==> src/aaa_consts.vh <==
/*
 * constants for the accumulator add / and datapath.
 * assumes: included by bare name from the design files.
 */
`ifndef AAA_CONSTS_VH
`define AAA_CONSTS_VH

// ****************************************
// opcodes
// ****************************************
`define AAA_OP_W 3
`define AAA_OP_ADC_ACC 3'h0
`define AAA_OP_ADC_MEM 3'h1
`define AAA_OP_ADD_ACC 3'h2
`define AAA_OP_ADD_IMM 3'h3
`define AAA_OP_ADD_MEM 3'h4
`define AAA_OP_AND_ACC 3'h5
`define AAA_OP_AND_IMM 3'h6
`define AAA_OP_AND_MEM 3'h7

// ****************************************
// widths and reset values
// ****************************************
`define AAA_DW 8
`define AAA_MSB 7
`define AAA_NIB 4
`define AAA_ACC_RST 8'h00
`define AAA_ZERO 8'h00

// ****************************************
// axi4-lite map
// ****************************************
`define AAA_AXI_AW 4
`define AAA_OFS_ACC 4'h0
`define AAA_OFS_FLAGS 4'h4
`define AAA_OFS_CMD 4'h8
`define AAA_OFS_MEMRES 4'hC
`define AAA_RESP_OK 2'h0
`define AAA_RESP_ERR 2'h2

// flag bit positions in the flags register
`define AAA_FL_C 0
`define AAA_FL_HC 1
`define AAA_FL_Z 2
`define AAA_FL_SRE 3
`define AAA_FL_W 4
`define AAA_FL_RST 4'h0
`define AAA_STRB_B0 0

// command register fields
`define AAA_CMD_OP_LO 16
`define AAA_CMD_OP_HI 18
`define AAA_CMD_MEM_LO 0
`define AAA_CMD_MEM_HI 7
`define AAA_CMD_IMM_LO 8
`define AAA_CMD_IMM_HI 15

`endif

==> src/aaa_alu_core.v <==
/*
 * combinational 8-bit add / and unit with flag outputs.
 * assumes: operands stable within the cycle; caller registers the results.
 */
`include "aaa_consts.vh"

module aaa_alu_core (
  input wire [`AAA_DW-1:0] opa_i,
  input wire [`AAA_DW-1:0] opb_i,
  input wire carry_in_i,
  input wire use_and_i,
  output reg [`AAA_DW-1:0] result_o,
  output reg carry_o,
  output reg half_carry_o,
  output reg signed_range_error_o,
  output reg zero_o
);

  reg [`AAA_NIB:0] low_sum;
  reg [`AAA_DW:0] full_sum;

  // ****************************************
  // add / and
  // ****************************************
  always @* begin
    low_sum = {1'b0, opa_i[`AAA_NIB-1:0]} + {1'b0, opb_i[`AAA_NIB-1:0]}
      + {{`AAA_NIB{1'b0}}, carry_in_i};
    full_sum = {1'b0, opa_i} + {1'b0, opb_i} + {{`AAA_DW{1'b0}}, carry_in_i};
    if (use_and_i) begin
      result_o = opa_i & opb_i;
    end else begin
      result_o = full_sum[`AAA_DW-1:0];
    end
    carry_o = full_sum[`AAA_DW];
    half_carry_o = low_sum[`AAA_NIB];
    signed_range_error_o = (opa_i[`AAA_MSB] == opb_i[`AAA_MSB]) &&
      (full_sum[`AAA_MSB] != opa_i[`AAA_MSB]);
    zero_o = (result_o == `AAA_ZERO);
  end

endmodule

==> src/aaa_alu.v <==
/*
 * accumulator add / add-with-carry / and datapath with an axi4-lite slave.
 * map: 0x0 accumulator, 0x4 flags, 0x8 command (write only), 0xC memory result.
 * assumes: one clock, async active-low reset, data memory byte supplied by
 * software in the command word; memory results read back from a register.
 * ce_i low freezes every register, bus handshakes included.
 * writes to the memory result word or to unmapped words answer with an error.
 */
// The placing of the registers and register access over AXI4-Lite were left to the implementer.
// Operation
// - adc to accumulator: acc + mem + carry into acc, four flags updated
// - adc to memory: acc + mem + carry written to memory, acc kept
// - add memory: acc + mem without carry into acc, four flags updated
// - add immediate: acc + constant into acc, four flags updated
// - add to memory: acc + mem without carry into memory, four flags
// - and memory: acc and mem into acc, only zero flag
// - and immediate: acc and constant into acc, only zero flag
// - and to memory: mem and acc bitwise, result to memory
`include "aaa_consts.vh"

module aaa_alu (
  input wire clock_i,
  input wire arst_n_i,
  input wire ce_i,
  input wire [`AAA_AXI_AW-1:0] s_axi_awaddr_i,
  input wire s_axi_awvalid_i,
  output reg s_axi_awready_o,
  input wire [31:0] s_axi_wdata_i,
  input wire [3:0] s_axi_wstrb_i,
  input wire s_axi_wvalid_i,
  output reg s_axi_wready_o,
  output reg [1:0] s_axi_bresp_o,
  output reg s_axi_bvalid_o,
  input wire s_axi_bready_i,
  input wire [`AAA_AXI_AW-1:0] s_axi_araddr_i,
  input wire s_axi_arvalid_i,
  output reg s_axi_arready_o,
  output reg [31:0] s_axi_rdata_o,
  output reg [1:0] s_axi_rresp_o,
  output reg s_axi_rvalid_o,
  input wire s_axi_rready_i,
  output reg [`AAA_DW-1:0] acc_o,
  output reg [`AAA_FL_W-1:0] flags_o,
  output reg [`AAA_DW-1:0] mem_result_o,
  output reg mem_write_o
);

  // ****************************************
  // decode helpers
  // ****************************************
  function is_known;
    input [`AAA_AXI_AW-1:0] a;
    begin
      is_known = (a == `AAA_OFS_ACC) || (a == `AAA_OFS_FLAGS) ||
        (a == `AAA_OFS_CMD) || (a == `AAA_OFS_MEMRES);
    end
  endfunction

  function is_writable;
    input [`AAA_AXI_AW-1:0] a;
    begin
      is_writable = (a == `AAA_OFS_ACC) || (a == `AAA_OFS_FLAGS) ||
        (a == `AAA_OFS_CMD);
    end
  endfunction

  function hits;
    input [`AAA_AXI_AW-1:0] a;
    input [`AAA_AXI_AW-1:0] ofs;
    input [3:0] s;
    begin
      hits = (a == ofs) && s[`AAA_STRB_B0];
    end
  endfunction

  // ****************************************
  // write channel capture
  // ****************************************
  reg aw_held;
  reg w_held;
  reg [`AAA_AXI_AW-1:0] aw_addr;
  reg [31:0] w_data;
  reg [3:0] w_strb;
  wire aw_take = s_axi_awvalid_i && s_axi_awready_o;
  wire w_take = s_axi_wvalid_i && s_axi_wready_o;
  wire have_aw = aw_held || aw_take;
  wire have_w = w_held || w_take;
  wire [`AAA_AXI_AW-1:0] cur_aw = aw_held ? aw_addr : s_axi_awaddr_i;
  wire [31:0] cur_w = w_held ? w_data : s_axi_wdata_i;
  wire [3:0] cur_s = w_held ? w_strb : s_axi_wstrb_i;
  wire do_write = have_aw && have_w && !s_axi_bvalid_o;

  // ****************************************
  // operation decode
  // ****************************************
  wire [`AAA_OP_W-1:0] op = cur_w[`AAA_CMD_OP_HI:`AAA_CMD_OP_LO];
  wire [`AAA_DW-1:0] mem_byte = cur_w[`AAA_CMD_MEM_HI:`AAA_CMD_MEM_LO];
  wire [`AAA_DW-1:0] imm_byte = cur_w[`AAA_CMD_IMM_HI:`AAA_CMD_IMM_LO];
  wire cmd_full = cur_s[0] && cur_s[1] && cur_s[2];
  wire do_cmd = do_write && (cur_aw == `AAA_OFS_CMD) && cmd_full;

  reg [`AAA_DW-1:0] opb;
  reg cin;
  reg use_and;
  reg to_mem;
  reg arith;

  always @* begin
    opb = mem_byte;
    cin = 1'b0;
    use_and = 1'b0;
    to_mem = 1'b0;
    arith = 1'b1;
    case (op)
      `AAA_OP_ADC_ACC: begin
        cin = flags_o[`AAA_FL_C];
      end
      `AAA_OP_ADC_MEM: begin
        cin = flags_o[`AAA_FL_C];
        to_mem = 1'b1;
      end
      `AAA_OP_ADD_ACC: begin
        cin = 1'b0;
      end
      `AAA_OP_ADD_IMM: begin
        opb = imm_byte;
      end
      `AAA_OP_ADD_MEM: begin
        to_mem = 1'b1;
      end
      `AAA_OP_AND_ACC: begin
        use_and = 1'b1;
        arith = 1'b0;
      end
      `AAA_OP_AND_IMM: begin
        opb = imm_byte;
        use_and = 1'b1;
        arith = 1'b0;
      end
      `AAA_OP_AND_MEM: begin
        use_and = 1'b1;
        arith = 1'b0;
        to_mem = 1'b1;
      end
      default: begin
        arith = 1'b1;
      end
    endcase
  end

  wire [`AAA_DW-1:0] alu_res;
  wire alu_c;
  wire alu_hc;
  wire alu_sre;
  wire alu_z;

  aaa_alu_core u_core (
    .opa_i(acc_o),
    .opb_i(opb),
    .carry_in_i(cin),
    .use_and_i(use_and),
    .result_o(alu_res),
    .carry_o(alu_c),
    .half_carry_o(alu_hc),
    .signed_range_error_o(alu_sre),
    .zero_o(alu_z)
  );

  // ****************************************
  // datapath state
  // ****************************************
  wire acc_load = do_write && hits(cur_aw, `AAA_OFS_ACC, cur_s);
  wire flags_load = do_write && hits(cur_aw, `AAA_OFS_FLAGS, cur_s);

  reg [`AAA_FL_W-1:0] next_flags;
  reg [`AAA_DW-1:0] next_acc;
  reg [`AAA_DW-1:0] next_mem_result;
  reg next_mem_write;

  always @* begin
    next_flags = flags_o;
    next_acc = acc_o;
    next_mem_result = mem_result_o;
    next_mem_write = 1'b0;
    if (do_cmd) begin
      next_flags[`AAA_FL_Z] = alu_z;
      if (arith) begin
        next_flags[`AAA_FL_C] = alu_c;
        next_flags[`AAA_FL_HC] = alu_hc;
        next_flags[`AAA_FL_SRE] = alu_sre;
      end
      if (to_mem) begin
        next_mem_result = alu_res;
        next_mem_write = 1'b1;
      end else begin
        next_acc = alu_res;
      end
    end else if (acc_load) begin
      next_acc = cur_w[`AAA_DW-1:0];
    end else if (flags_load) begin
      next_flags = cur_w[`AAA_FL_W-1:0];
    end
  end

  // ****************************************
  // datapath registers
  // ****************************************
  always @(posedge clock_i or negedge arst_n_i) begin
    if (!arst_n_i) begin
      acc_o <= `AAA_ACC_RST;
      flags_o <= `AAA_FL_RST;
      mem_result_o <= `AAA_ZERO;
      mem_write_o <= 1'b0;
    end else if (ce_i) begin
      acc_o <= next_acc;
      flags_o <= next_flags;
      mem_result_o <= next_mem_result;
      mem_write_o <= next_mem_write;
    end
  end

  // ****************************************
  // axi write handshake
  // ****************************************
  always @(posedge clock_i or negedge arst_n_i) begin
    if (!arst_n_i) begin
      aw_held <= 1'b0;
      w_held <= 1'b0;
      aw_addr <= `AAA_OFS_ACC;
      w_data <= 32'h00000000;
      w_strb <= 4'h0;
      s_axi_awready_o <= 1'b0;
      s_axi_wready_o <= 1'b0;
      s_axi_bvalid_o <= 1'b0;
      s_axi_bresp_o <= `AAA_RESP_OK;
    end else if (ce_i) begin
      if (do_write) begin
        aw_held <= 1'b0;
        w_held <= 1'b0;
        s_axi_bvalid_o <= 1'b1;
        s_axi_bresp_o <= is_writable(cur_aw) ? `AAA_RESP_OK : `AAA_RESP_ERR;
        s_axi_awready_o <= 1'b0;
        s_axi_wready_o <= 1'b0;
      end else begin
        if (aw_take) begin
          aw_held <= 1'b1;
          aw_addr <= s_axi_awaddr_i;
        end
        if (w_take) begin
          w_held <= 1'b1;
          w_data <= s_axi_wdata_i;
          w_strb <= s_axi_wstrb_i;
        end
        if (s_axi_bvalid_o && s_axi_bready_i) begin
          s_axi_bvalid_o <= 1'b0;
        end
        s_axi_awready_o <= !s_axi_bvalid_o && !have_aw && !s_axi_awready_o;
        s_axi_wready_o <= !s_axi_bvalid_o && !have_w && !s_axi_wready_o;
      end
    end
  end

  // ****************************************
  // read data select
  // ****************************************
  reg [31:0] next_rdata;
  reg [1:0] next_rresp;

  always @* begin
    next_rresp = is_known(s_axi_araddr_i) ? `AAA_RESP_OK : `AAA_RESP_ERR;
    case (s_axi_araddr_i)
      `AAA_OFS_ACC: next_rdata = {24'h000000, acc_o};
      `AAA_OFS_FLAGS: next_rdata = {28'h0000000, flags_o};
      `AAA_OFS_MEMRES: next_rdata = {24'h000000, mem_result_o};
      default: next_rdata = 32'h00000000;
    endcase
  end

  // ****************************************
  // axi read channel
  // ****************************************
  always @(posedge clock_i or negedge arst_n_i) begin
    if (!arst_n_i) begin
      s_axi_arready_o <= 1'b0;
      s_axi_rvalid_o <= 1'b0;
      s_axi_rdata_o <= 32'h00000000;
      s_axi_rresp_o <= `AAA_RESP_OK;
    end else if (ce_i) begin
      if (s_axi_arvalid_i && s_axi_arready_o) begin
        s_axi_arready_o <= 1'b0;
        s_axi_rvalid_o <= 1'b1;
        s_axi_rresp_o <= next_rresp;
        s_axi_rdata_o <= next_rdata;
      end else begin
        if (s_axi_rvalid_o && s_axi_rready_i) begin
          s_axi_rvalid_o <= 1'b0;
        end
        s_axi_arready_o <= !s_axi_rvalid_o && !s_axi_arready_o &&
          s_axi_arvalid_i;
      end
    end
  end

endmodule

==> config.mk <==
export PLATFORM = sky130hd
export DESIGN_NAME = aaa_alu
export DESIGN_NICKNAME = d
export VERILOG_FILES = /design/src/aaa_alu_core.v /design/src/aaa_alu.v
export VERILOG_INCLUDE_DIRS = /design/src
export SDC_FILE = /design/constraint.sdc
export NUM_CORES = 1
export LEC_CHECK = 0
export CELL_PAD_IN_SITES_DETAIL_PLACEMENT = 1
export CELL_PAD_IN_SITES_GLOBAL_PLACEMENT = 1
export CORE_ASPECT_RATIO = 1.1
export CORE_MARGIN = 2
export CORE_UTILIZATION = 48
export CTS_CLUSTER_DIAMETER = 40
export DETAILED_ROUTE_END_ITERATION = 6
export DONT_BUFFER_PORTS = 1
export GPL_ROUTABILITY_DRIVEN = 0
export GPL_TIMING_DRIVEN = 0
export HOLD_SLACK_MARGIN = 0.1
export PLACE_DENSITY_LB_ADDON = 0.12
export RECOVER_POWER = 25
export SETUP_SLACK_MARGIN = 0.02
export SLEW_MARGIN = 20
export SYNTH_ARGS = -nofsm -noshare
export SYNTH_HDL_FRONTEND = slang
export SYNTH_SLANG_ARGS = --single-unit
==> constraint.sdc <==
create_clock -name clock_i -period 4.4 [get_ports clock_i]
set_input_delay 0.22 -clock clock_i [delete_from_list [all_inputs] [get_ports clock_i]]
set_output_delay 0.22 -clock clock_i [all_outputs]
set_load 0.01 [all_outputs]
==> reports/metrics.yaml, run 1 <==
post_cts_buffers: 0
slew_violations: 65
r2r_slack_ps: 380
fin_crit_sh_pct: 91.43
setup_tns_ps: 0
io_buffers: 0
path_clk_slew_ps: 80
internal_power_mw: 1.695
synthFlopType: "dfrtp_1"
fin_ws_ps: 377.0
dr.pass1.iters: 4
fin_nets: 525
p_sw_share_pct: 42.08
combinationalPowerShare_pct: 44.8
synth.most_common_cell: "dfrtp_1"
setup.worst_path.start: "w_held$_DFFE_PN0P_"
cts_tree: "done"
peakVddDrop_mv: 0.3564
hold_depth: 3
synthTopCellsByArea: "dfrtp_1 (40%), mux2_2 (12%), mux2i_1 (5.1%)"
finClkSkew_ps: 7.741
hold_viol: 0
cp.arrival_ps: 4270
fillers: 908
p_total_mw: 2.926
start_util_pct: 49.78
synthArstFlopShare_pct: 100.0
clk_latency_ps: 350
yosysTopAreaCell: "dfrtp_1"
outcome: "finished, violations left"
timing.rr.start: "w_held$_DFFE_PN0P_"
synth_common_cells: "dfrtp_1 (64), mux2_2 (42), nand2_1 (37), o21ai_0 (27), buf_4 (26)"
routedWlPerCell_um: 18.38
maxCapViolations: 1
cts_max_path_buffers: 2
dp_slack_ps: 421.7
die_w_um: 90.61
path_class: "register to register"
ys_types: 55
ys_warn_count: 0
synth_area_um2: 3960
wl_mm: 10.58
syn_inst: 394
area_growth_pct: 19.49
detail_route.vias_per_cell: 5.509
cts_buffers: 9
ios: 114
ctsRootBufferMaster: "clkbuf_8"
hp-start: "s_axi_araddr_i[3]"
holdCritPathClass: "input port to register"
core_area_um2: 7955
fmax_mhz: 248.6
grt_pass1_vias: 3442
p_seq_share_pct: 35.7
required_ps: 4650
cts.sinks: 64
drtAntennaViolNets: 0
num_vias: 3173
min_period_ps: 4023
post-route-util_pct: 59.48
dieArea_um2: 8994
diodes: 0
drc_errors: 0
rsz0062_at_grt: "no"
synth_top_cell_area_share_pct: 40.44
holdPathEnd: "s_axi_rdata_o[3]$_DFFE_PN0P_"
path_max_fanout: 10
worst_pin_slew_ps: 3508
dpl.hpwl_mm: 7.493
first_iter_violations: 101
ys_ff_latch: 64
grt_max_degree: 65
synth_edf_count: 0
violations: "capacitance limit, slew limit"
grt_overflow: 0
p_sw_mw: 1.231
antenna_found_initial: 0
finalSetupViolCount: 0
worstSetupStartpointType: "register"
r2r_end: "flags_o[2]$_DFFE_PN0P_"
p_leak_nw: 2.105
slew_headroom_pct: -133.9
rows: 34
htree_levels: 3
postSynthAreaPerCell_um2: 10.05
cp-end-kind: "register"
p_per_area_nw_per_um2: 618.3
grt_first_pass_wirelength_mm: 17.57
clockPowerShare_pct: 19.6
drive_gt1_share_pct: 20.94
grt_usage_pct: 24.46
die_y_um: 99.27
reg2regPathDepth: 13
yosysSeqAreaShare_pct: 40.44
power groups by stage:
stage	Sequential, mW	Combinational (mW)	Clock [mW]
after floorplan	0.964	1.01	0
after CTS	1.03	1.31	0.577
after detailed placement	1.04	1.26	0
after global placement	1.02	1.21	0
final	1.04	1.31	0.572
after global routing	1.07	1.46	0.606
placed cells by master (no fill, tap or decap), types with 20 or more instances in the layout:
cell            n
buf_4          26
a21oi_1        20
conb_1         26
nor2_1         24
o21ai_0        27
nand2_1        37
mux2_2         42
dlygate4sd3_1  32
mux2i_1        20
dfrtp_1        64
metal layers:
metal  GRT usage [%]  part of all wire (%)
met5               0                     0
met4           8.166                   1.4
met3           5.379                   5.2
met2           41.45                    50
met1           31.19                    43
how the worst max path moves through the flow:
stage | to | slack, ps | cells after the start
2_1_floorplan | acc_o[4]$_DFFE_PN0P_ | 1110 | 15
3_3_place_gp | acc_o[4]$_DFFE_PN0P_ | 480 | 15
3_5_place_dp | acc_o[4]$_DFFE_PN0P_ | 420 | 13
4_1_cts | flags_o[2]$_DFFE_PN0P_ | 410 | 13
5_1_grt | acc_o[6]$_DFFE_PN0P_ | 30 | 13
6_report | flags_o[2]$_DFFE_PN0P_ | 380 | 13
what timing repair did:
item | in CTS | in global routing
hold buffers | 33 | 0
hold endpoints to repair | 95 | 0
gates resized for setup | 0 | 0
sequential cells by signal (all words and copies together), names as in the netlist, 3 cells and up:
name and cells:
acc_o 8, aw_addr 4, flags_o 4, mem_result_o 8, s_axi_rdata_o 8, w_data 19, w_strb 3
stage by stage:
step,cells,cell area (um^2),hold slack (ps)
final,576,4732,105.3
after global routing,576,4732,132.0
after CTS,576,4756,103.8
after detailed placement,527,4189,-74.23
after global placement,527,4189,-73.94
after floorplan,419,4054,-75.59
cells by family (layout without fill, tap and decap cells):
logic type	count (synthesis)	after routing	synth area share, %
adder cells (fa/ha/maj)	10	10	3.539
XOR/XNOR	8	8	1.769
flip-flops	64	64	40.44
AND/OR/NAND/NOR	95	95	11.66
other	1	26	0.09470
multiplexers	64	64	17.66
buffers and inverters	53	102	7.962
AO/OA/AOI/OAI	99	99	16.87
worst max-delay path, cell delays in order (launching register included):
cell,delay (ps)
dfrtp_1,350
buf_2,220
buf_1,500
nand3_1,150
o21ai_1,320
clkbuf_1,380
o21ai_0,230
fa_1,480
a211o_1,330
a21oi_1,230
mux2i_1,140
nor2_1,200
nand2_1,90
o31ai_1,280
cell type report:
type,count,area [um^2],area share (%)
multi-input cells,302,2137,45.16
flip-flops and latches,64,1602,33.84
repair buffers,33,324.1,6.848
plain buffers,42,274.0,5.791
well taps,108,135.1,2.856
clock buffers,9,123.9,2.618
clock inverters,7,95.09,2.010
inverters,11,41.29,0.8726
(Power assumes the default switching activity.)
==> run 2: changes to the inputs <==
Settings changed: ABC_AREA set to 1, CORE_UTILIZATION 48 to 45.
==> reports/metrics.yaml, run 2 <==
syn_inst: 558  # was 394
finClkSkew_ps: 8.977  # was 7.741 ps
synth_edf_count: 0  # unchanged
r2r_slack_ps: 870  # was 380 ps
peakVddDrop_mv: 0.2844  # was 0.3564 mV
cts_buffers: 9  # unchanged
p_seq_share_pct: 30.1  # was 35.7%
yosysSeqAreaShare_pct: 39.35  # was 40.44%
outcome: "finished, violations left"  # unchanged
p_sw_share_pct: 48.84  # was 42.08%
drtAntennaViolNets: 0  # unchanged
cts.sinks: 64  # unchanged
hp-start: "s_axi_araddr_i[0]"  # was s_axi_araddr_i[3]
cts_resized: 0  # unchanged
worst_pin_slew_ps: 3018  # was 3508 ps
synthArstFlopShare_pct: 100.0  # unchanged
start_util_pct: 46.10  # was 49.78%
regMostFlops: "w_data"  # unchanged
p_sw_mw: 1.670  # was 1.231 mW
min_period_ps: 3532  # was 4023 ps
fillers: 1143  # was 908
die_y_um: 103.7  # was 99.27 um
io_buffers: 0  # unchanged
ys_warn_count: 0  # unchanged
slew_violations: 65  # unchanged
grt_overflow: 0  # unchanged
detail_route.vias_per_cell: 4.929  # was 5.509
grt_first_pass_wirelength_mm: 18.53  # was 17.57 mm
htree_levels: 3  # unchanged
finalSetupViolCount: 0  # unchanged
cts_tree: "done"  # unchanged
timing.rr.start: "w_held$_DFFE_PN0P_"  # unchanged
largest_register_ffs: 19  # unchanged
hold_viol: 0  # unchanged
clk_latency_ps: 350  # about the same
worstSetupStartpointType: "register"  # unchanged
ys_types: 34  # was 55
path_max_fanout: 9  # was 10
ys_ff_latch: 64  # unchanged
die_w_um: 94.68  # was 90.61 um
clockPowerShare_pct: 15.9  # was 19.6%
setup_tns_ps: 0  # unchanged
synth_area_um2: 4070  # was 3960 um^2
combinationalPowerShare_pct: 54.0  # was 44.8%
rsz0062_at_grt: "no"  # unchanged
fmax_mhz: 283.1  # was 248.6 MHz
dieArea_um2: 9823  # was 8994 um^2
cp-end-kind: "register"  # unchanged
r2r_end: "flags_o[2]$_DFFE_PN0P_"  # unchanged
p_leak_nw: 2.581  # was 2.105 nW
synth_top_cell_area_share_pct: 39.35  # was 40.44%
maxCapViolations: 1  # unchanged
diodes: 0  # unchanged
path_class: "register to register"  # unchanged
required_ps: 4680  # was 4650 ps
synth.most_common_cell: "nand2_1"  # was dfrtp_1
routedWlPerCell_um: 14.81  # was 18.38 um
synth_common_cells: "nand2_1 (187), inv_1 (67), dfrtp_1 (64), o21ai_0 (60), buf_4 (27)"  # was dfrtp_1 (64), mux2_2 (42), nand2_1 (37), o21ai_0 (27), buf_4 (26)
dp_slack_ps: 931.2  # was 421.7 ps
antenna_found_initial: 0  # unchanged
holdCritPathClass: "input port to register"  # unchanged
cts_max_path_buffers: 2  # unchanged
synthTopCellsByArea: "dfrtp_1 (39%), nand2_1 (17%), o21ai_0 (7.4%)"  # was dfrtp_1 (40%), mux2_2 (12%), mux2i_1 (5.1%)
drc_errors: 0  # unchanged
fin_ws_ps: 868.0  # was 377.0 ps
grt_usage_pct: 23.77  # was 24.46%
layout_commonest_cell: "nand2_1"  # was dfrtp_1
layout_common_cells: "nand2_1 (187), inv_1 (67), dfrtp_1 (64)"  # was dfrtp_1 (64), mux2_2 (42), nand2_1 (37)
num_vias: 3672  # was 3173
cp.arrival_ps: 3810  # was 4270 ps
area_growth_pct: 18.87  # was 19.49%
p_per_area_nw_per_um2: 706.5  # was 618.3 nW/um^2
core_area_um2: 8828  # was 7955 um^2
internal_power_mw: 1.749  # was 1.695 mW
holdPathEnd: "s_axi_rresp_o[1]$_DFFE_PN0P_"  # was s_axi_rdata_o[3]$_DFFE_PN0P_
yosysTopAreaCell: "dfrtp_1"  # unchanged
dr.pass1.iters: 4  # unchanged
rows: 36  # was 34
wl_mm: 11.04  # was 10.58 mm
postSynthAreaPerCell_um2: 7.294  # was 10.05 um^2
path_clk_slew_ps: 70  # was 80 ps
fin_crit_sh_pct: 80.27  # was 91.43%
drive_gt1_share_pct: 13.47  # was 20.94%
fin_nets: 689  # was 525
grt_pass1_vias: 3928  # was 3442
grt_max_degree: 65  # unchanged
first_iter_violations: 94  # was 101
reg2regPathDepth: 22  # was 13
slew_headroom_pct: -101.2  # was -133.9%
violations: "capacitance limit, slew limit"  # unchanged
hold_depth: 2  # was 3
ctsRootBufferMaster: "clkbuf_8"  # unchanged
dpl.hpwl_mm: 8.448  # was 7.493 mm
ios: 114  # unchanged
synthFlopType: "dfrtp_1"  # unchanged
run 2: changes by cell type after synthesis, sizes merged, moves of 6 or more:
cell	delta
inv	+60
mux2	-40
mux2i	-17
nand2	+169
nand2b	-6
nand3	+21
o2111ai	-7
o21ai	+33
run 2: power groups by stage:
stage | clock [mW] | sequential [mW] | combinational, mW
detailed placement | 0 | 1.04 | 1.81
global route | 0.577 | 1.06 | 2.14
floorplan | 0 | 0.977 | 1.40
finish | 0.543 | 1.03 | 1.85
CTS | 0.553 | 1.03 | 1.86
global placement | 0 | 1.03 | 1.74
run 2: cell families (layout without fill, tap and decap cells):
kind of cell | Yosys count | count (layout) | synth area share, %
DFF | 64 | 64 | 39.35
AOI/OAI and AO/OA | 97 | 97 | 13.03
and+or+nand+nor | 266 | 266 | 28.44
muxes | 7 | 7 | 1.844
buffers and inverters | 111 | 159 | 13.37
other | 1 | 26 | 0.09213
xor gates and xnor gates | 2 | 2 | 0.4305
adders and majority gates | 10 | 10 | 3.443
run 2: final cells by class:
class                           instances  area (um^2)  area share, %
Multi-Input combinational cell        408         2018          41.71
Sequential cell                        64         1602          33.10
Buffer                                 40        277.8          5.741
Inverter                               71        266.5          5.508
Clock inverter                          4        70.07          1.448
Timing Repair Buffer                   33        330.3          6.827
Tap cell                              114        142.6          2.948
Clock buffer                           11        131.4          2.715
run 2: how the worst max path moves through the flow:
stage               depth (start not counted)                endpoint  slack [ps]          startpoint
detailed placement                         23  flags_o[2]$_DFFE_PN0P_         930  w_held$_DFFE_PN0P_
floorplan                                  23  flags_o[2]$_DFFE_PN0P_        1530  w_held$_DFFE_PN0P_
finish                                     22  flags_o[2]$_DFFE_PN0P_         870  w_held$_DFFE_PN0P_
global placement                           23  flags_o[2]$_DFFE_PN0P_         980  w_held$_DFFE_PN0P_
CTS                                        22  flags_o[2]$_DFFE_PN0P_         840  w_held$_DFFE_PN0P_
global route                                2  w_data[13]$_DFFE_PN0P_         350            arst_n_i
run 2: timing repair:
action,in CTS,in global routing
buffers inserted,0,0
hold endpoints to repair,95,0
hold buffers,33,0
run 2: per-stage QoR:
step	instance area, um^2	utilization (%)	total power, mW	std cells	hold WS (ps)
after CTS	4856	55.00	3.442	745	100.4
after floorplan	4164	-	2.377	583	-75.59
after global placement	4307	48.78	2.764	697	-73.45
after global routing	4838	54.80	3.776	745	116.6
after detailed placement	4307	48.78	2.844	697	-73.06
final	4838	54.80	3.418	745	110.8
run 2: worst max-delay path, stage by stage, from the launching register on:
cell,delay [ps]
dfrtp_1,530
nand2_1,130
nand2_2,190
inv_1,100
nand2_2,90
nand2_4,60
nor2_4,170
inv_1,160
o21ai_1,230
inv_1,90
fa_1,390
inv_1,110
fa_1,240
nand2_1,70
nand2_1,100
nand3_1,110
nand2_1,80
nand2_1,70
nand3_1,80
nand2_1,90
nor2_1,140
nand3_1,110
a21oi_1,130
run 2: routing by layer:
layer / track usage (%) / part of all wire (%) / up-vias / routed length (um)
li1: - / - / 1847 / -
met1: 29.47 / 44 / 1719 / 4837
met2: 40.43 / 49 / 88 / 5435
met3: 4.873 / 5.1 / 18 / 560
met4: 8.385 / 1.8 / 0 / 204
met5: 0 / 0 / - / 0
==> run 3: changes to the inputs <==
Clock period 4.4 ns to 3.6 ns, I/O delays scaled along.
==> reports/metrics.yaml, run 3 (synthesized netlist as in run 2, its figures left out) <==
rows: 36  # unchanged
finalSetupViolCount: 0  # unchanged
path_class: "register to register"  # unchanged
hold_depth: 5  # was 2
layout_commonest_cell: "nand2_1"  # unchanged
holdCritPathClass: "input port to register"  # unchanged
drive_gt1_share_pct: 14.47  # was 13.47%
first_iter_violations: 96  # was 94
layout_common_cells: "nand2_1 (187), inv_1 (66), dfrtp_1 (63)"  # was nand2_1 (187), inv_1 (67), dfrtp_1 (64)
slew_headroom_pct: -8.889  # was -101.2%
cts_buffers: 9  # unchanged
routedWlPerCell_um: 14.74  # was 14.81 um
start_util_pct: 46.10  # unchanged
path_max_fanout: 10  # was 9
cp.arrival_ps: 3490  # was 3810 ps
worst_pin_slew_ps: 1633  # was 3018 ps
min_period_ps: 3210  # was 3532 ps
num_vias: 3693  # was 3672
violations: "capacitance limit, slew limit"  # unchanged
core_area_um2: 8828  # unchanged
p_total_mw: 4.213  # was 3.418 mW
grt_pass1_vias: 3946  # was 3928
maxCapViolations: 1  # unchanged
cp-end-kind: "register"  # unchanged
fmax_mhz: 311.5  # was 283.1 MHz
peakVddDrop_mv: 0.3475  # was 0.2844 mV
die_y_um: 103.7  # unchanged
p_per_area_nw_per_um2: 862.3  # was 706.5 nW/um^2
regMostFlops: "w_data"  # unchanged
slew_violations: 65  # unchanged
rsz0062_at_grt: "no"  # unchanged
p_leak_nw: 2.603  # was 2.581 nW
layoutNonFillerInstCount: 750  # was 745
fin_crit_sh_pct: 89.16  # was 80.27%
io_buffers: 0  # unchanged
fin_nets: 694  # was 689
drtAntennaViolNets: 0  # unchanged
die_w_um: 94.68  # unchanged
drc_errors: 0  # unchanged
cts_tree: "done"  # unchanged
antenna_found_initial: 0  # unchanged
stdcell_area_um2: 4886  # was 4838 um^2
reg2regPathDepth: 24  # was 22
dr.pass1.iters: 4  # unchanged
ios: 114  # unchanged
cts_max_path_buffers: 2  # unchanged
clk_latency_ps: 350  # about the same
dpl-instance-area_um2: 4307  # unchanged
dieArea_um2: 9823  # unchanged
grt_overflow: 0  # unchanged
required_ps: 3880  # was 4680 ps
dpl.hpwl_mm: 8.448  # unchanged
grt_max_degree: 65  # unchanged
grt_usage_pct: 23.82  # was 23.77%
outcome: "finished, violations left"  # unchanged
largest_register_ffs: 19  # unchanged
finClkSkew_ps: 7.407  # was 8.977 ps
ctsRootBufferMaster: "clkbuf_8"  # unchanged
wl_mm: 11.06  # was 11.04 mm
detail_route.vias_per_cell: 4.924  # was 4.929
placed_cells: 697  # unchanged
diodes: 0  # unchanged
grt_first_pass_wirelength_mm: 18.55  # was 18.53 mm
area_growth_pct: 20.04  # was 18.87%
worstSetupStartpointType: "register"  # unchanged
htree_levels: 3  # unchanged
path_clk_slew_ps: 70  # about the same
hold_viol: 0  # unchanged
setup_tns_ps: 0  # unchanged
cts.sinks: 64  # unchanged
[run 3: cell type report]
type,instances,area (um^2)
Clock buffer,11,131.4
Fill cell,1142,3943
Multi-Input combinational cell,408,2024
Clock inverter,4,70.07
Timing Repair Buffer,38,370.4
Sequential cell,64,1603
Buffer,40,277.8
Tap cell,114,142.6
Inverter,71,266.5
[run 3: path summary, 6_finish.rpt]
path                       slack (ps)                  start                      endpoint
max                               390     w_held$_DFFE_PN0P_        flags_o[2]$_DFFE_PN0P_
min                               150      s_axi_araddr_i[3]  s_axi_rdata_o[2]$_DFFE_PN0P_
max reg2reg                       390     w_held$_DFFE_PN0P_        flags_o[2]$_DFFE_PN0P_
min reg2reg                       480  w_data[6]$_DFFE_PN0P_         w_data[6]$_DFFE_PN0P_
max in group asynchronous        1740               arst_n_i            w_held$_DFFE_PN0P_
min in group asynchronous         790               arst_n_i    s_axi_rvalid_o$_DFFE_PN0P_
[run 3: routing by layer]
layer / global-route usage [%] / vias up / share of wire [%]
li1: - / 1859 / -
met5: 0 / - / 0
met3: 4.873 / 17 / 4.7
met2: 40.58 / 83 / 50
met4: 8.385 / 0 / 1.9
met1: 29.47 / 1734 / 44
[run 3: worst max-delay path: stages, from the launching register on]
cell,delay (ps)
dfrtp_2,470
inv_2,80
buf_6,140
nand2_1,70
nand2_1,120
nand2_2,90
nand2_4,80
nor2_4,40
inv_2,110
nand2_1,80
o21ai_2,90
inv_1,80
fa_1,380
inv_1,110
fa_2,240
nand2_1,60
nand2_1,100
nand3_1,110
nand2_1,80
nand2_1,70
nand3_1,80
nand2_1,90
nor2_1,140
nand3_1,100
a21oi_1,130
[run 3: timing repair]
| item | 4_1_cts | 5_1_grt |
|---|---|---|
| gates resized for setup | 0 | 4 |
| hold buffers | 36 | 0 |
| endpoints found under the setup margin | 0 | 5 |
| hold endpoints to repair | 97 | 0 |
| setup buffers | 0 | 2 |
[run 3: metrics by stage]
step                      utilization (%)  hold slack [ps]  worst slack (ps)
after floorplan                         -           -115.6             733.2
after global placement              48.78           -113.4             182.8
after detailed placement            48.78           -113.1             131.2
after CTS                           55.34            144.7             41.29
after global routing                55.34            197.3             18.03
final                               55.34            153.5             390.2
[run 3: where the power goes]
part,internal (mW),total (mW),switching (mW)
Sequential,0.982,1.26,0.276
Combinational,0.798,2.29,1.50
Clock,0.384,0.662,0.278
